<file path="src/shared/pmat_defs.svh">
`ifndef PMAT_DEFS_SVH
`define PMAT_DEFS_SVH

`define PMAT_XLEN 64
`define PMAT_AW 8

`define PMAT_CNT_OFF 5'h00
`define PMAT_CNT_SV57 5'h07
`define PMAT_CNT_SV48 5'h10
`define PMAT_HI_SV57 64'hfe00_0000_0000_0000
`define PMAT_HI_SV48 64'hffff_0000_0000_0000
`define PMAT_FILL_SV57 56
`define PMAT_FILL_SV48 47

`define PMAT_PMM_OFF 2'h0
`define PMAT_PMM_RSVD 2'h1
`define PMAT_PMM_SV57 2'h2
`define PMAT_PMM_SV48 2'h3

`define PMAT_PRIV_U 2'h0
`define PMAT_PRIV_S 2'h1
`define PMAT_PRIV_M 2'h3

`define PMAT_OFF_PMCFG 8'h00
`define PMAT_OFF_MODE 8'h04
`define PMAT_OFF_TVEC_LO 8'h08
`define PMAT_OFF_TVEC_HI 8'h0c
`define PMAT_OFF_TRIG_LO 8'h10
`define PMAT_OFF_TRIG_HI 8'h14
`define PMAT_OFF_STAT 8'h18
`define PMAT_OFF_TVAL_LO 8'h1c
`define PMAT_OFF_TVAL_HI 8'h20

`define PMAT_NFIELD 6
`define PMAT_CFG_W 12
`define PMAT_F_M 0
`define PMAT_F_S 2
`define PMAT_F_U 4
`define PMAT_F_VS 6
`define PMAT_F_VU 8
`define PMAT_F_HU 10

`define PMAT_MODE_W 10
`define PMAT_B_MODIFY_PRIVILEGE 0
`define PMAT_B_MPP 1
`define PMAT_B_MPV 3
`define PMAT_B_SUPERVISOR_PREV_VIRT_PRIVILEGE 4
`define PMAT_B_MXR 5
`define PMAT_B_VMXR 6
`define PMAT_B_SBARE 7
`define PMAT_B_VSBARE 8
`define PMAT_B_TRIGEN 9

`define PMAT_RST_CFG 12'h000
`define PMAT_RST_MODE 10'h180
`define PMAT_RST_ADDR 64'h0000_0000_0000_0000

`endif

</file>
<file path="src/shared/pmat_pkg.sv">
`include "pmat_defs.svh"

package pmat_pkg;

	// Access classes; everything up to and including the hypervisor load/store is explicit.
	typedef enum logic [3:0] {
		AK_LOAD,
		AK_STORE,
		AK_AMO,
		AK_FP,
		AK_VEC,
		AK_CBO,
		AK_SSTK,
		AK_HLV,
		AK_HLVX,
		AK_EXT,
		AK_FENCE_INV,
		AK_IMPLICIT,
		AK_DEVICE,
		AK_FETCH
	} pmat_kind_t;

	typedef struct packed {
		logic valid;
		pmat_kind_t kind;
		logic ext_excl;
		logic [1:0] priv;
		logic virt;
		logic [5:0] size_m1;
		logic [`PMAT_XLEN-1:0] addr;
	} pmat_acc_t;

	typedef struct packed {
		logic valid;
		logic masked;
		logic hit;
		logic [`PMAT_XLEN-1:0] addr;
		logic [`PMAT_XLEN-1:0] last_addr;
	} pmat_res_t;

	typedef struct packed {
		logic valid;
		logic has_addr;
		pmat_kind_t kind;
		logic [1:0] priv;
		logic virt;
		logic [`PMAT_XLEN-1:0] addr;
	} pmat_trap_t;

	typedef struct packed {
		logic valid;
		logic [`PMAT_XLEN-1:0] handler;
		logic [`PMAT_XLEN-1:0] tval;
	} pmat_tres_t;

	typedef struct packed {
		logic use_mask;
		logic bare;
		logic [4:0] cnt;
		logic [1:0] priv;
		logic virt;
	} pmat_ctx_t;

endpackage

</file>
<file path="src/hw/pmat_core.sv">
// The register addresses and the APB interface to the registers were chosen for this implementation.
`include "pmat_defs.svh"

// Operation
// RULE1: Only 16 or 7 masked bits exist; one encoding stays reserved.
// RULE2: Each privilege mode has its own setting, applied for the active mode.
// RULE3: A mode's setting lives in fields owned by the next-higher mode.
// RULE4: Setting selection uses only privilege, never any address bit.
// RULE5: Every explicit data access class is masked.
// RULE6: Explicit accesses of other extensions are masked unless that extension excludes them.
// RULE7: Fence and invalidate operands are never masked.
// RULE8: Modify-privilege and previous-virtual-privilege controls select the effective mode's setting.
// RULE9: Make-executable-readable at the effective mode disables masking, even untranslated.
// RULE10: Cache block operations, including zeroing, use the masked address.
// RULE11: Walks, translation-unit and device accesses are never masked.
// RULE12: Misaligned accesses mask each byte as if separately transformed.
// RULE13: Software register reads and writes store addresses unmasked.
// RULE14: Writable address width of registers is independent of masking.
// RULE15: Hardware-written trap values carry the masked address.
// RULE16: Debug trigger matching compares the masked address.
// RULE17: The trap handler address is used exactly as written.
// RULE18: Seven bits: physical clears them, virtual copies bit 56.
// RULE19: Virtual addresses sign-extend the bit just below the masked bits.
// RULE20: Bare translation, including machine mode, zero-fills the masked bits.
// RULE21: Field value 00 disables; 10 selects seven masked bits.
// RULE22: Field value 11 selects sixteen masked bits; 01 is reserved.
// RULE23: Unmasked accesses pass through with the same latency as masked ones.
// RULE24: The transform precedes translation and validity checks.
module pmat_core
	import pmat_pkg::*;
(
	// Clock and reset.
	input logic REF_CLK,
	input logic RST_N,
	// Register bus.
	input logic PSEL,
	input logic PENABLE,
	input logic PWRITE,
	input logic [`PMAT_AW-1:0] PADDR,
	input logic [31:0] PWDATA,
	output logic [31:0] PRDATA,
	output logic PREADY,
	output logic PSLVERR,
	// Data access path toward translation.
	input pmat_acc_t ACC_REQ,
	output pmat_res_t ACC_OUT,
	// Trap delivery.
	input pmat_trap_t TRAP_REQ,
	output pmat_tres_t TRAP_OUT
);

	logic [`PMAT_CFG_W-1:0] pmcfg_r;
	logic [`PMAT_CFG_W-1:0] pmcfg_nxt;
	logic [`PMAT_MODE_W-1:0] mode_r;
	logic [`PMAT_XLEN-1:0] tvec_r;
	logic [`PMAT_XLEN-1:0] trig_r;
	logic [`PMAT_XLEN-1:0] tval_r;
	pmat_ctx_t stat_r;
	pmat_res_t acc_r;
	pmat_tres_t trap_r;
	logic [31:0] prdata_r;
	logic pready_r;
	logic pslverr_r;

	// Works out the effective mode and the setting that applies to it.
	function automatic pmat_ctx_t ctx_of(input pmat_kind_t k, input logic ex,
		input logic [1:0] p, input logic v, input logic [`PMAT_CFG_W-1:0] cfg,
		input logic [`PMAT_MODE_W-1:0] md);
		pmat_ctx_t c;
		logic hyp;
		logic expl;
		logic make_executable_readable;
		logic [1:0] mask_mode_field;
		hyp = (k == AK_HLV) || (k == AK_HLVX);
		expl = (k <= AK_HLV) || ((k == AK_EXT) && !ex); // RULE5 RULE6 RULE10 RULE11
		c.priv = p;
		c.virt = v;
		if (hyp) begin
			c.priv = md[`PMAT_B_SUPERVISOR_PREV_VIRT_PRIVILEGE] ? `PMAT_PRIV_S : `PMAT_PRIV_U; // RULE8
			c.virt = 1'b1;
		end else if (md[`PMAT_B_MODIFY_PRIVILEGE] && (p == `PMAT_PRIV_M)) begin
			c.priv = md[`PMAT_B_MPP +: 2]; // RULE8
			c.virt = md[`PMAT_B_MPV] && (md[`PMAT_B_MPP +: 2] != `PMAT_PRIV_M);
		end
		// Only the privilege context picks the field; the address is not consulted.
		if (c.priv == `PMAT_PRIV_M) begin // RULE2 RULE3 RULE4
			mask_mode_field = cfg[`PMAT_F_M +: 2];
		end else if (c.priv == `PMAT_PRIV_S) begin
			mask_mode_field = c.virt ? cfg[`PMAT_F_VS +: 2] : cfg[`PMAT_F_S +: 2];
		end else if (!c.virt) begin
			mask_mode_field = cfg[`PMAT_F_U +: 2];
		end else if (hyp) begin
			mask_mode_field = (p == `PMAT_PRIV_U) ? cfg[`PMAT_F_HU +: 2] : cfg[`PMAT_F_U +: 2];
		end else begin
			mask_mode_field = cfg[`PMAT_F_VU +: 2];
		end
		c.bare = (c.priv == `PMAT_PRIV_M) ||
			(c.virt ? md[`PMAT_B_VSBARE] : md[`PMAT_B_SBARE]); // RULE20
		make_executable_readable = md[`PMAT_B_MXR] || (c.virt && md[`PMAT_B_VMXR]);
		case (mask_mode_field) // RULE1 RULE21 RULE22
			`PMAT_PMM_SV57: c.cnt = `PMAT_CNT_SV57;
			`PMAT_PMM_SV48: c.cnt = `PMAT_CNT_SV48;
			default: c.cnt = `PMAT_CNT_OFF;
		endcase
		c.use_mask = expl && !make_executable_readable && (c.cnt != `PMAT_CNT_OFF); // RULE7 RULE9
		return c;
	endfunction

	// Replaces the masked bits by zero or by the bit just below them.
	function automatic logic [`PMAT_XLEN-1:0] xform(input logic [`PMAT_XLEN-1:0] a,
		input pmat_ctx_t c);
		logic [`PMAT_XLEN-1:0] hm;
		logic fill;
		hm = (c.cnt == `PMAT_CNT_SV57) ? `PMAT_HI_SV57 : `PMAT_HI_SV48;
		fill = (c.cnt == `PMAT_CNT_SV57) ? a[`PMAT_FILL_SV57] : a[`PMAT_FILL_SV48];
		if (c.bare) begin // RULE20
			fill = 1'b0;
		end
		if (!c.use_mask) begin // RULE23
			hm = `PMAT_RST_ADDR;
		end
		return (a & ~hm) | (fill ? hm : `PMAT_RST_ADDR); // RULE18 RULE19
	endfunction

	// Access path decode.
	pmat_ctx_t ctx_acc;
	pmat_ctx_t ctx_trap;
	logic [`PMAT_XLEN-1:0] last_byte;
	logic [`PMAT_XLEN-1:0] x_addr;
	logic [`PMAT_XLEN-1:0] x_last;
	logic [`PMAT_XLEN-1:0] x_tval;
	logic trig_hit;

	assign ctx_acc = ctx_of(ACC_REQ.kind, ACC_REQ.ext_excl, ACC_REQ.priv, ACC_REQ.virt,
		pmcfg_r, mode_r);
	assign ctx_trap = ctx_of(TRAP_REQ.kind, 1'b0, TRAP_REQ.priv, TRAP_REQ.virt,
		pmcfg_r, mode_r);
	assign x_addr = xform(ACC_REQ.addr, ctx_acc); // RULE24
	assign last_byte = ACC_REQ.addr + {58'h000_0000_0000_0000, ACC_REQ.size_m1};
	assign x_last = xform(last_byte, ctx_acc); // RULE12
	assign trig_hit = mode_r[`PMAT_B_TRIGEN] && (x_addr == trig_r); // RULE16
	assign x_tval = TRAP_REQ.has_addr ? xform(TRAP_REQ.addr, ctx_trap) : `PMAT_RST_ADDR;

	// Register bus decode.
	logic setup;
	logic wr_en;
	logic sel_cfg;
	logic sel_mode;
	logic sel_tvl;
	logic sel_tvh;
	logic sel_tgl;
	logic sel_tgh;
	logic sel_stat;
	logic sel_vall;
	logic sel_valh;
	logic mapped;
	logic [31:0] rd_mux;

	assign setup = PSEL && !PENABLE;
	assign wr_en = PSEL && PENABLE && PWRITE && pready_r && !pslverr_r;
	assign sel_cfg = (PADDR == `PMAT_OFF_PMCFG);
	assign sel_mode = (PADDR == `PMAT_OFF_MODE);
	assign sel_tvl = (PADDR == `PMAT_OFF_TVEC_LO);
	assign sel_tvh = (PADDR == `PMAT_OFF_TVEC_HI);
	assign sel_tgl = (PADDR == `PMAT_OFF_TRIG_LO);
	assign sel_tgh = (PADDR == `PMAT_OFF_TRIG_HI);
	assign sel_stat = (PADDR == `PMAT_OFF_STAT);
	assign sel_vall = (PADDR == `PMAT_OFF_TVAL_LO);
	assign sel_valh = (PADDR == `PMAT_OFF_TVAL_HI);
	assign mapped = sel_cfg | sel_mode | sel_tvl | sel_tvh | sel_tgl | sel_tgh |
		sel_stat | sel_vall | sel_valh;
	assign rd_mux =
		sel_cfg ? {20'h00000, pmcfg_r} :
		sel_mode ? {22'h000000, mode_r} :
		sel_tvl ? tvec_r[31:0] :
		sel_tvh ? tvec_r[63:32] :
		sel_tgl ? trig_r[31:0] :
		sel_tgh ? trig_r[63:32] :
		sel_stat ? {22'h000000, stat_r} :
		sel_vall ? tval_r[31:0] :
		sel_valh ? tval_r[63:32] : 32'h0000_0000;

	// A reserved field value leaves that field as it was.
	genvar g;
	generate
		for (g = 0; g < `PMAT_NFIELD; g++) begin : g_field
			assign pmcfg_nxt[2*g +: 2] =
				(wr_en && sel_cfg && (PWDATA[2*g +: 2] != `PMAT_PMM_RSVD)) ?
				PWDATA[2*g +: 2] : pmcfg_r[2*g +: 2]; // RULE22
		end
	endgenerate

	always_ff @(posedge REF_CLK) begin
		if (!RST_N) begin
			pready_r <= 1'b0;
			pslverr_r <= 1'b0;
			prdata_r <= 32'h0000_0000;
		end else begin
			pready_r <= setup;
			pslverr_r <= setup && !mapped;
			prdata_r <= (setup && !PWRITE) ? rd_mux : prdata_r;
		end
	end

	// Software writes to tvec_r and trig_r keep the full value, tagged or not.
	always_ff @(posedge REF_CLK) begin
		if (!RST_N) begin
			pmcfg_r <= `PMAT_RST_CFG;
			mode_r <= `PMAT_RST_MODE;
			tvec_r <= `PMAT_RST_ADDR;
			trig_r <= `PMAT_RST_ADDR;
		end else begin
			pmcfg_r <= pmcfg_nxt;
			if (wr_en && sel_mode) begin
				mode_r <= PWDATA[`PMAT_MODE_W-1:0];
			end
			if (wr_en && sel_tvl) begin
				tvec_r[31:0] <= PWDATA; // RULE13 RULE14
			end
			if (wr_en && sel_tvh) begin
				tvec_r[63:32] <= PWDATA;
			end
			if (wr_en && sel_tgl) begin
				trig_r[31:0] <= PWDATA; // RULE13
			end
			if (wr_en && sel_tgh) begin
				trig_r[63:32] <= PWDATA;
			end
		end
	end

	// One register stage for every access, masked or not.
	always_ff @(posedge REF_CLK) begin
		if (!RST_N) begin
			acc_r <= '0;
			stat_r <= '0;
		end else begin
			acc_r.valid <= ACC_REQ.valid;
			acc_r.masked <= ACC_REQ.valid && ctx_acc.use_mask;
			acc_r.hit <= ACC_REQ.valid && trig_hit;
			acc_r.addr <= x_addr; // RULE23
			acc_r.last_addr <= x_last;
			if (ACC_REQ.valid) begin
				stat_r <= ctx_acc;
			end
		end
	end

	// The handler address goes out raw; the trap value is masked.
	always_ff @(posedge REF_CLK) begin
		if (!RST_N) begin
			trap_r <= '0;
			tval_r <= `PMAT_RST_ADDR;
		end else begin
			trap_r.valid <= TRAP_REQ.valid;
			trap_r.handler <= tvec_r; // RULE17
			trap_r.tval <= x_tval; // RULE15
			if (TRAP_REQ.valid) begin
				tval_r <= x_tval;
			end
		end
	end

	assign PRDATA = prdata_r;
	assign PREADY = pready_r;
	assign PSLVERR = pslverr_r;
	assign ACC_OUT = acc_r;
	assign TRAP_OUT = trap_r;
endmodule

</file>
<file path="config.mk">
export PLATFORM = sky130hd
export DESIGN_NAME = pmat_core
export DESIGN_NICKNAME = d
export VERILOG_FILES = /design/src/shared/pmat_pkg.sv /design/src/hw/pmat_core.sv
export VERILOG_INCLUDE_DIRS = /design/src /design/src/shared
export SDC_FILE = /design/constraint.sdc
export NUM_CORES = 1
export LEC_CHECK = 0
export BUFFER_PORTS_ARGS = -buffer_cell sky130_fd_sc_hd__buf_4
export CORE_AREA = 3 3 271 273
export DETAILED_ROUTE_END_ITERATION = 10
export DIE_AREA = 0 0 274 276
export GPL_TIMING_DRIVEN = 0
export MAX_ROUTING_LAYER = met4
export PLACE_DENSITY = 0.5
export SLEW_MARGIN = 20
export SYNTH_ARGS = -nofsm -noshare
export SYNTH_HDL_FRONTEND = slang
export SYNTH_SLANG_ARGS = --single-unit
export TNS_END_PERCENT = 1
</file>
<file path="constraint.sdc">
create_clock -name REF_CLK -period 2.8 [get_ports REF_CLK]
set_clock_uncertainty 0.05 [all_clocks]
set_input_delay 0.14 -clock REF_CLK [delete_from_list [all_inputs] [get_ports REF_CLK]]
set_output_delay 0.14 -clock REF_CLK [all_outputs]
set_load 0.005 [all_outputs]
</file>
# Word-level counts from Yosys, hierarchy flattened
# Cells that the tools add are included.
totals:
  ff_bits: 518
  input_bits: 197
  output_inout_bits: 294
  elab_cells: 177
classes:
  n_addsub: 1
  order_cmp: 2
  eq_ne: 34
  n_mux: 44
  bitwise: 16
  n_reduce_logical: 52
ops:
  columns: ["op", "n"]
  rows:
  - ["$mux 64", 6]
  - ["$mux 32", 9]
  - ["$and 64x64->64", 3]
  - ["$or 64x64->64", 3]
  - ["$not 64->64", 2]
  - ["$mux 57", 2]
  - ["$add 64x6->64", 1]
  - ["$eq 64x64->1", 1]
  - ["$eq 8x5->1 const B", 4]
  - ["$logic_and 1x1->1", 32]
  - ["$mux 2", 12]
  - ["$pmux 5 s2", 2]
  - ["$eq 2x2->1 const B", 8]
  - ["$eq 4x4->1 const B", 4]
  - ["$eq 8x4->1 const B", 2]
  - ["$mux 3", 4]
  - ["$ne 2x1->1 const B", 6]
  - ["$eq 5x3->1 const B", 2]
  - ["$reduce_bool 5->1", 2]
  - ["$mux 1", 9]
  - ["$eq 4x3->1 const B", 2]
  - ["$eq 8x3->1 const B", 1]
  - ["$eq 8x6->1 const B", 1]
  - ["$le 4x3->1 const B", 2]
  - ["7 further kinds", 29]

# Longest topological paths before layout
# Gate-level depths: netlist (run 1).
logic_depth:
  ltp_word: 18
  ltp_mapped: 13
  mapped_depth_nobuf: 12

# Worst setup path after synthesis (run 1)
# No wires, ideal clock.
synth_timing:
  path_kind: "input to register"
  start: "input port ACC_REQ[0] (netlist bit)"
  end: "register acc_r (netlist bit ACC_OUT[30])"
  setup_time_ps: 115
  t_arrival_ps: 2531
  required_time_ps: 2635
  slack_ps: 104
  stages: 12
  path_buffers: 0
  path_cell_list: "ha_1 inv_1 fa_1 nor2b_1 o21ai_0 a21boi_0 o21ai_0 a2111oi_0 and2_1 nand3_1 xnor2_1 and2_1"
synth_via:
  elab_chain_len: 5
  word_cells_on_any_way: 6
  classes_between: "1 x add/sub; 3 x mux; 2 x bitwise"
synth_rtl:
  columns: ["element", "line", "rtl"]
  rows:
  - ["from (decl)", "pmat_core.sv:45", "input pmat_acc_t ACC_REQ,"]
  - ["$add 64x6->64 (*)", "pmat_core.sv:139", "assign last_byte = ACC_REQ.addr + {58'h000_0000_0000_0000, ACC_REQ.size_m1};"]
  - ["$mux 1", "pmat_core.sv:115", "fill = (c.cnt == `PMAT_CNT_SV57) ? a[`PMAT_FILL_SV57] : a[`PMAT_FILL_SV48];"]
  - ["$mux 1", "pmat_core.sv:116", "if (c.bare) begin"]
  - ["$mux 64 (no source line)", null, null]
  - ["$or 64x64->64 (*)", "pmat_core.sv:122", "return (a & ~hm) | (fill ? hm : `PMAT_RST_ADDR);"]
  - ["to (decl)", "pmat_core.sv:59", "pmat_res_t acc_r;"]
# Every way passes the cells marked *; elsewhere a longest branch is shown, timed or not.
# A chain may end at the register's enable or synchronous reset.

# Worst setup path after layout (run 1)
layout_timing:
  start: "register mode_r[0]"
  end: "register acc_r (netlist bit ACC_OUT[128])"
layout_via:
  elab_chain_len: 17
  word_cells_on_any_way: 32
  classes_between: "6 x eq/ne; 13 x mux; 3 x bitwise; 10 x reduce/logical"
layout_rtl:
  columns: ["element", "line", "rtl"]
  rows:
  - ["from (decl)", "pmat_core.sv:54", "logic [`PMAT_MODE_W-1:0] mode_r;"]
  - ["from (signal assigned)", "pmat_core.sv:209", "mode_r <= `PMAT_RST_MODE;"]
  - ["from (signal assigned)", "pmat_core.sv:215", "mode_r <= PWDATA[`PMAT_MODE_W-1:0];"]
  - ["$logic_and 1x1->1 (*)", "pmat_core.sv:81", "end else if (md[`PMAT_B_MODIFY_PRIVILEGE] && (p == `PMAT_PRIV_M)) begin"]
  - ["$mux 3 (*)", "pmat_core.sv:81", null]
  - ["$mux 3 (*)", "pmat_core.sv:78", "if (hyp) begin"]
  - ["$eq 2x1->1 (no source line), or another cell as far along", null, null]
  - ["$mux 2", "pmat_core.sv:88", "end else if (c.priv == `PMAT_PRIV_S) begin"]
  - ["$mux 2", "pmat_core.sv:86", "if (c.priv == `PMAT_PRIV_M) begin"]
  - ["$eq 2x2->1", "pmat_core.sv:100", "case (mask_mode_field)"]
  - ["$pmux 5 s2", "pmat_core.sv:100", null]
  - ["$eq 5x3->1 (no source line) or $reduce_bool 5->1 (tied branches)", null, null]
  - ["$mux 57 (no source line) or $logic_and 1x1->1 (tied branches)", null, null]
  - ["$mux 64", "pmat_core.sv:119", "if (!c.use_mask) begin"]
  - ["$not 64->64", "pmat_core.sv:122", null]
  - ["$and 64x64->64", "pmat_core.sv:122", null]
  - ["$or 64x64->64 (*)", "pmat_core.sv:122", null]
  - ["$eq 64x64->1 (*)", "pmat_core.sv:141", "assign trig_hit = mode_r[`PMAT_B_TRIGEN] && (x_addr == trig_r);"]
  - ["$logic_and 1x1->1 (*)", "pmat_core.sv:141", null]
  - ["$logic_and 1x1->1 (*)", "pmat_core.sv:240", "acc_r.hit <= ACC_REQ.valid && trig_hit;"]
# Marks and branches as above.

==> flow_metrics.env, run 1 <==
export IMPL_start_util=0.298
export IMPL_final_hold_viol_count=0
export IMPL_synth_top_area_share=0.485
export IMPL_multi_input_area_sq_um=10400
export IMPL_num_rows=98
export IMPL_antenna_found_initial=5
export IMPL_grt_pass1_vias=20700
export IMPL_fmax_mhz=351
export IMPL_first_pass_iters=6
export IMPL_finalNetCount=3309
export IMPL_slew_headroom=0.229
export IMPL_syn_num_nets=2574
export IMPL_gr_total_overflow=0
export IMPL_layout_cells_non_filler=4104
export IMPL_fin_crit_sh=1.02
export IMPL_synth_compound_area_frac=0.158
export IMPL_path_clk_slew_ns=0.06
export IMPL_ff_latch_area_sq_um=10300
export IMPL_root_buffer="clkbuf_16"
export IMPL_finalMaxSlewViolations=0
export IMPL_die_area_sq_um=75600
export IMPL_cts_tree="done"
export IMPL_worst_setup_path_start_kind="flip-flop"
export IMPL_place_area_sq_um=26100
export IMPL_routabilityCongestion=0.911
export IMPL_synth_xor_area_share=0.0441
export IMPL_cap_violations=0
export IMPL_hp_class="input pin to flip-flop"
export IMPL_p_int_mw=13.4
export IMPL_die_y_um=276
export IMPL_synthTopCellsByCount="515 x dfxtp_1, 339 x nand2_1, 197 x a21boi_0"
export IMPL_crit_arrival_ns=3.37
export IMPL_muxShareOfSynthArea=0.0430
export IMPL_fill_cells=7142
export IMPL_critical_path_class="flip-flop to flip-flop"
export IMPL_worst_ir_drop_vdd_mv=0.425
export IMPL_synthFlopType="dfxtp_1"
export IMPL_synth_distinct_cells=81
export IMPL_synth_area_leaders="dfxtp_1 49%, a21boi_0 7.0%, nand2_1 6.0%"
export IMPL_antenna_left=0
export IMPL_setup_viol=1
export IMPL_synth_edf_count=0
export IMPL_clkSinkCount=515
export IMPL_wire_per_inst_um=23.9
export IMPL_port_buffers=480
export IMPL_ys_warn_count=0
export IMPL_routed_via_density=4.91
export IMPL_syn_instance_count=2370
export IMPL_final_area_sq_um=30400
export IMPL_p_leak_nw=12.1
export IMPL_avgSynthCellArea_sq_um=8.97
export IMPL_fin_tns_setup_ns=-0.0469
export IMPL_rsz0062_at_grt="true"
export IMPL_setup_ws_ns=-0.0469
export IMPL_crit_path_max_fanout=6
export IMPL_clock_power_share=0.464
export IMPL_clkLatencyLatePin_ns=0.66
export IMPL_numCtsBuffers=59
export IMPL_cp_required_ns=3.32
export IMPL_yosys_area_share_simple=0.229
export IMPL_dpl_hpwl_mm=77.3
export IMPL_ctsHtreeMaxLevel=2
export IMPL_swShare=0.251
export IMPL_power_density_nw_per_um2=588
export IMPL_drc=0
export IMPL_cts_buffer_depth=3
export IMPL_grt_pass1_wl_mm=140
export IMPL_violations="setup timing"
export IMPL_syn_area_sq_um=21300
export IMPL_synthAdderAreaFrac=0.00447
export IMPL_synth_seq_area_share=0.485
export IMPL_synth_top_family_by_area="simple AND/OR/NAND/NOR gates"
export IMPL_grt_max_degree=18
export IMPL_outcome="finished, violations left"
export IMPL_drive_above_1_share=0.217
export IMPL_synth_top_cell_by_area="dfxtp_1"
export IMPL_io_pins=491
export IMPL_drt_iter0_markers=1265
export IMPL_synth_seq_cells=515
export IMPL_combPwrFrac=0.108
export IMPL_vias=20100
export IMPL_worst_pin_slew_ns=1.16
export IMPL_track_usage=0.258
export IMPL_die_w_um=274
export IMPL_post_route_min_period_ns=2.85
export IMPL_dpl_cell_count=3800
export IMPL_async_flop_share=0
export IMPL_crit_path_end_kind="flip-flop"
export IMPL_synth_most_common_cell="dfxtp_1"
export IMPL_seqPwrFrac=0.429
export IMPL_wirelength_mm=97.9
export IMPL_p_sw_mw=4.48
export IMPL_core_area_sq_um=71400
export IMPL_area_growth_pct=42.8
==> cell families after synthesis <==
| group | Yosys count |
|---|---|
| buffers and inverters | 197 |
| flip-flops | 515 |
| AND/OR/NAND/NOR | 958 |
| multiplexers | 89 |
| adder cells (fa/ha/maj) | 7 |
| XOR/XNOR | 107 |
| AO/OA/AOI/OAI | 497 |
==> stage by stage <==
step | worst slack, ns | util | power (mW) | hold WS, ns
after floorplan | 0.104 | - | 8.43 | 0.211
after global placement | -1.08 | 0.365 | 9.45 | 0.337
after detailed placement | -1.08 | 0.365 | 9.46 | 0.343
after CTS | -0.0742 | 0.424 | 18.0 | 0.0192
after global routing | -0.165 | 0.425 | 18.5 | 0.0582
final | -0.0469 | 0.425 | 17.9 | 0.0560
==> registers in the layout (all words and copies together) (netlist names) <==
| name | count |
|---|---|
| ACC_OUT | 131 |
| TRAP_OUT | 129 |
| trig_r | 64 |
| tval_r | 64 |
| tvec_r | 64 |
| PRDATA | 32 |
| pmcfg_r | 12 |
| mode_r | 10 |
| stat_r | 7 |
| PREADY | 1 |
| PSLVERR | 1 |
==> power groups by stage <==
stage                     registers, mW  logic, mW  clock network (mW)
after floorplan                    7.79      0.636                   0
after global placement             7.81       1.64                   0
after detailed placement           7.81       1.65                   0
after CTS                          7.65       1.92                8.41
after global routing               7.67       2.07                8.73
final                              7.65       1.93                8.27
==> layer usage <==
layer / vias to the layer above / part of all wire / GRT usage
met5: - / 0 / -
met4: 0 / 0.029 / 0.0700
met3: 135 / 0.061 / 0.0387
met2: 728 / 0.49 / 0.445
met1: 9709 / 0.42 / 0.313
li1: 9560 / - / -
==> critical path, cell delays in order (launching register included) <==
cell      delay [ns]
dfxtp_1         0.32
buf_6           0.13
nand3_4         0.08
mux2_4          0.35
or4_4           0.45
nand3_4         0.12
a21oi_4         0.09
buf_8           0.14
a221o_1         0.31
a221oi_2        0.29
nand4b_1        0.14
and4bb_1        0.29
==> what timing repair did <==
item                                    in CTS  in global routing
pin swaps                                   17                  8
hold endpoints to repair                   417                  0
resized for setup                           57                 15
hold buffers                               176                  0
endpoints found under the setup margin      75                 63
setup buffers                               15                  3
==> layout by cell type (no fill, tap or decap), drive strengths merged, types with 86 or more instances in the layout <==
cell and count:
buf 522, dfxtp 515, nand2 340, clkbuf 213, a21boi 197, dlygate4sd3 176
and2 166, nor2 118, o21ai 108, a21oi 86
==> area by class of cell <==
type,count,area share
antenna,2,0.000165
buffer,159,0.0213
clock buffer,78,0.0543
clock inverter,30,0.0146
inverter,38,0.00470
multi-input combinational,1658,0.343
sequential,515,0.340
tap,950,0.0392
timing repair buffer,674,0.183
==> worst paths after layout <==
kind                   start      endpoint  slack, ns  cells past startpoint
hold reg to reg   tval_r[53]    tval_r[53]       0.42                      2
setup reg to reg   mode_r[0]  ACC_OUT[128]      -0.05                     11
hold / removal    ACC_REQ[8]   ACC_OUT[10]       0.06                      4
setup / recovery   mode_r[0]  ACC_OUT[128]      -0.05                     11
(Power assumes the default switching activity.)
==> inputs of run 2 (changes only) <==
--- a/config.mk
+++ b/config.mk
@@ -11,7 +11,6 @@
 export DETAILED_ROUTE_END_ITERATION = 10
 export DIE_AREA = 0 0 274 276
 export GPL_TIMING_DRIVEN = 0
-export MAX_ROUTING_LAYER = met4
 export PLACE_DENSITY = 0.5
 export SLEW_MARGIN = 20
 export SYNTH_ARGS = -nofsm -noshare
==> flow_metrics.env, run 2 (same netlist as run 1, synthesis figures left out) <==
export IMPL_start_util=0.298
export IMPL_hp_class="input pin to flip-flop"
export IMPL_dpl_hpwl_mm=77.4
export IMPL_drc=0
export IMPL_track_usage=0.249
export IMPL_worstReg2RegStart="pmcfg_r[11]"
export IMPL_fin_tns_setup_ns=-0.348
export IMPL_timing_rr_end="ACC_OUT[128]"
export IMPL_fmax_mhz=345
export IMPL_crit_path_max_incr_delay_ns=0.39
export IMPL_rsz0062_at_grt="true"
export IMPL_core_area_sq_um=71400
export IMPL_critical_path_class="flip-flop to flip-flop"
export IMPL_worst_pin_slew_ns=1.17
export IMPL_slew_headroom=0.220
export IMPL_routabilityCongestion=0.913
export IMPL_area_growth_pct=43.3
export IMPL_worst_setup_path_start_kind="flip-flop"
export IMPL_holdWs_ns=0.0447
export IMPL_cp_depth=10
export IMPL_power_mw=18.0
export IMPL_worstRegToRegCells=10
export IMPL_crit_arrival_ns=3.41
export IMPL_cts_buffer_depth=3
export IMPL_worstPathCellList="or3b_4 -> a221oi_2 -> o32ai_2 -> or2_4 -> a21oi_4 -> buf_8 -> o2111ai_1 -> a221oi_2 -> nand4b_1 -> and4bb_1"
export IMPL_die_y_um=276
export IMPL_worst_path_buf_inv=1
export IMPL_grt_max_degree=17
export IMPL_largest_reg_flops=131
export IMPL_grt_pass1_wl_mm=140
export IMPL_min_to="ACC_OUT[3]"
export IMPL_setup_viol=9
export IMPL_cap_violations=0
export IMPL_crit_path_end_kind="flip-flop"
export IMPL_dp_worst_setup_slack_ns=-1.09
export IMPL_grt_pass1_vias=20600
export IMPL_routed_via_density=4.90
export IMPL_final_hold_viol_count=0
export IMPL_io_pins=491
export IMPL_antenna_found_initial=2
export IMPL_outcome="finished, violations left"
export IMPL_drt_iter0_markers=1394
export IMPL_wire_per_inst_um=23.8
export IMPL_final_common_cell="dfxtp_1"
export IMPL_cpLargestDelayFamily="compound AO/OA/AOI/OAI gates"
export IMPL_numCtsBuffers=59
export IMPL_r2r_slack_ns=-0.09
export IMPL_wirelength_mm=97.8
export IMPL_gr_total_overflow=0
export IMPL_antenna_left=0
export IMPL_finalMaxSlewViolations=0
export IMPL_num_rows=98
export IMPL_fill_cells=7179
export IMPL_root_buffer="clkbuf_16"
export IMPL_final_cell_mix="512 x dfxtp_1, 496 x buf_4, 336 x nand2_1"
export IMPL_critical_path_most_common_cell="a221oi_2"
export IMPL_worst_ir_drop_vdd_mv=0.418
export IMPL_die_area_sq_um=75600
export IMPL_finalNetCount=3313
export IMPL_p_leak_nw=12.2
export IMPL_cts_tree="done"
export IMPL_clkLatencyLatePin_ns=0.65
export IMPL_clkSinkCount=515
export IMPL_min_path_cells=5
export IMPL_fin_crit_sh=1.03
export IMPL_power_density_nw_per_um2=591
export IMPL_post_route_min_period_ns=2.89
export IMPL_die_w_um=274
export IMPL_port_buffers=480
export IMPL_setup_ws_ns=-0.0946
export IMPL_hold_path_startpoint="ACC_REQ[66]"
export IMPL_ctsHtreeMaxLevel=2
export IMPL_drive_above_1_share=0.217
export IMPL_path_clk_slew_ns=0.06
export IMPL_slowest_stage="dfxtp_4"
export IMPL_violations="setup timing"
export IMPL_crit_path_max_fanout=8
export IMPL_vias=20100
export IMPL_first_pass_iters=7
export IMPL_cp_required_ns=3.31
==> run 2: cell count changes in the layout (fill, tap and decap cells not counted), sizes merged <==
cell | previous run | this run
buf | 522 | 521
bufinv | 8 | 10
clkbuf | 213 | 210
clkinv | 13 | 17
clkinvlp | 7 | 8
diode | 2 | 3
dlygate4sd3 | 176 | 181
inv | 40 | 39
==> run 2: worst register-to-register path, cell delays in order, from the launching register on <==
cell       delay (ns)
dfxtp_4          0.39
or3b_4           0.39
a221oi_2         0.28
o32ai_2          0.14
or2_4            0.28
a21oi_4          0.27
buf_8            0.17
o2111ai_1        0.13
a221oi_2         0.32
nand4b_1         0.14
and4bb_1         0.27
==> run 2: report_power, final <==
group | switching [mW] | internal [mW]
registers | 0.105 | 7.54
logic | 1.01 | 0.929
clock network | 3.36 | 5.06
==> run 2: metrics by stage <==
step,utilization,area (sq um),cells
after CTS,0.423,30200,4093
final,0.427,30400,4112
after global routing,0.427,30400,4110
after global placement,0.365,26000,3800
after detailed placement,0.365,26100,3800
after floorplan,-,21300,2370
==> run 2: routing by layer <==
metal / vias to the layer above / GRT usage / share of wire
li1: 9597 / - / -
met1: 9688 / 0.310 / 0.42
met2: 712 / 0.440 / 0.49
met3: 135 / 0.0422 / 0.062
met4: 0 / 0.0712 / 0.028
met5: - / 0 / 0
==> run 2: what timing repair did <==
item / CTS / global route
endpoints found under the setup margin: 108 / 61
pin swaps: 3 / 13
buffers inserted: 1 / 17
hold buffers: 181 / 0
endpoints found under the hold margin: 417 / 0
gates resized for setup: 38 / 35
==> run 2: cell type report <==
class	instances	area [sq um]	area share
diodes	3	7.51	0.000247
plain buffers	158	656	0.0215
clock buffers	75	1630	0.0534
clock inverters	36	513	0.0168
inverters	38	143	0.00468
multi-input cells	1658	10400	0.342
flip-flops and latches	515	10300	0.339
well taps	950	1190	0.0390
repair buffers	679	5580	0.183
==> run 2: worst max path at each step <==
stage	start	endpoint
2_1_floorplan	ACC_REQ[0]	ACC_OUT[30]
3_3_place_gp	ACC_REQ[0]	ACC_OUT[32]
3_5_place_dp	PADDR[1]	PRDATA[0]
4_1_cts	pmcfg_r[11]	ACC_OUT[128]
5_1_grt	pmcfg_r[11]	ACC_OUT[128]
6_report	pmcfg_r[11]	ACC_OUT[128]
==> inputs of run 3 (changes only) <==
--- a/config.mk
+++ b/config.mk
@@ -12,6 +12,7 @@
 export DIE_AREA = 0 0 274 276
 export GPL_TIMING_DRIVEN = 0
 export PLACE_DENSITY = 0.5
+export REMOVE_ABC_BUFFERS = 1
 export SLEW_MARGIN = 20
 export SYNTH_ARGS = -nofsm -noshare
 export SYNTH_HDL_FRONTEND = slang
==> flow_metrics.env, run 3 (same netlist as run 1, synthesis figures left out) <==
export IMPL_outcome="finished, violations left"
export IMPL_violations="setup timing"
export IMPL_dpl_hpwl_mm=63.2
export IMPL_die_w_um=274
export IMPL_power_mw=17.7
export IMPL_critical_path_class="flip-flop to flip-flop"
export IMPL_cap_violations=0
export IMPL_io_pins=491
export IMPL_cp_required_ns=3.24
export IMPL_antenna_left=0
export IMPL_drt_iter0_markers=1422
export IMPL_cts_buffer_depth=3
export IMPL_start_util=0.298
export IMPL_clkLatencyLatePin_ns=0.61
export IMPL_die_y_um=276
export IMPL_fin_tns_setup_ns=-0.0994
export IMPL_final_common_cell="dfxtp_1"
export IMPL_wire_per_inst_um=22.4
export IMPL_grt_pass1_wl_mm=130
export IMPL_finalMaxSlewViolations=0
export IMPL_hp_class="input pin to flip-flop"
export IMPL_crit_path_max_fanout=8
export IMPL_setup_ws_ns=-0.0994
export IMPL_routed_via_density=4.96
export IMPL_routabilityCongestion=0.835
export IMPL_area_growth_pct=42.4
export IMPL_holdWs_ns=0.0274
export IMPL_rsz0062_at_grt="true"
export IMPL_fin_crit_sh=1.04
export IMPL_slew_headroom=0.343
export IMPL_n_antenna_cell=0
export IMPL_final_cell_mix="511 x dfxtp_1, 510 x buf_4, 335 x nand2_1"
export IMPL_grt_pass1_vias=19600
export IMPL_post_route_min_period_ns=2.90
export IMPL_drive_above_1_share=0.234
export IMPL_num_rows=98
export IMPL_finalNetCount=3189
export IMPL_worst_pin_slew_ns=0.985
export IMPL_final_hold_viol_count=0
export IMPL_die_area_sq_um=75600
export IMPL_crit_arrival_ns=3.34
export IMPL_ctsHtreeMaxLevel=2
export IMPL_wirelength_mm=89.2
export IMPL_cts_tree="done"
export IMPL_vias=19700
export IMPL_first_pass_iters=7
export IMPL_port_buffers=490
export IMPL_track_usage=0.227
export IMPL_fmax_mhz=345
export IMPL_multi_input_area_sq_um=10500
export IMPL_fill_cells=7055
export IMPL_worst_ir_drop_vdd_mv=0.420
export IMPL_core_area_sq_um=71400
export IMPL_gr_total_overflow=0
export IMPL_root_buffer="clkbuf_16"
export IMPL_crit_path_end_kind="flip-flop"
export IMPL_ff_latch_area_sq_um=10300
export IMPL_grt_max_degree=143
export IMPL_setup_viol=1
export IMPL_power_density_nw_per_um2=584
export IMPL_path_clk_slew_ns=0.06
export IMPL_clkSinkCount=515
export IMPL_numCtsBuffers=58
export IMPL_drc=0
export IMPL_antenna_found_initial=2
export IMPL_p_leak_nw=12.2
export IMPL_worst_setup_path_start_kind="flip-flop"
export IMPL_largest_reg_flops=131
==> run 3: area by class of cell <==
cell class	count	area share
multi-input cells	1659	0.346
clock inverters	16	0.00967
well taps	950	0.0393
clock buffers	86	0.0585
inverters	38	0.00471
repair buffers	713	0.201
flip-flops and latches	515	0.341
==> run 3: what timing repair did <==
item	in CTS	in global routing
resized for setup	38	18
hold buffers	179	0
endpoints found under the setup margin	99	73
endpoints found under the hold margin	441	0
pin swaps	6	13
cloned	1	0
setup buffers	8	8
==> run 3: worst paths after layout <==
kind	startpoint	to	slack, ns	cells past startpoint
worst max-delay path	pmcfg_r[11]	ACC_OUT[128]	-0.1	10
worst min-delay path	ACC_REQ[28]	ACC_OUT[31]	0.03	4
worst max register to register	pmcfg_r[11]	ACC_OUT[128]	-0.1	10
worst min register to register	tval_r[54]	tval_r[54]	0.41	2
==> run 3: worst max-delay path: stages (launching register included) <==
cell	delay [ns]
dfxtp_2	0.36
or3b_2	0.46
a221oi_2	0.27
o32ai_2	0.15
or2_4	0.30
a21oi_4	0.17
buf_4	0.15
nand2_2	0.14
a221oi_1	0.34
o22ai_1	0.17
and4bb_1	0.23
==> run 3: where the power goes <==
group	internal (mW)	switching (mW)	total, mW
Sequential	7.54	0.0818	7.63
Combinational	0.911	0.934	1.84
Clock	5.07	3.15	8.22
==> run 3: routing by layer <==
| layer | GRT usage | routed length (um) | up-vias |
|---|---|---|---|
| li1 | - | - | 9302 |
| met1 | 0.298 | 38400 | 9624 |
| met2 | 0.378 | 42100 | 669 |
| met3 | 0.0458 | 6180 | 142 |
| met4 | 0.0640 | 2510 | 4 |
| met5 | 0 | 21 | - |
==> run 3: metrics by stage <==
stage / util / instance area, sq um / std cells / setup slack [ns]
floorplan: - / 20600 / 2211 / -0.785
global placement: 0.357 / 25500 / 3651 / -5.68
detailed placement: 0.364 / 26000 / 3679 / -1.27
CTS: 0.422 / 30100 / 3969 / -0.150
global route: 0.424 / 30300 / 3977 / -0.169
finish: 0.424 / 30300 / 3977 / -0.0994
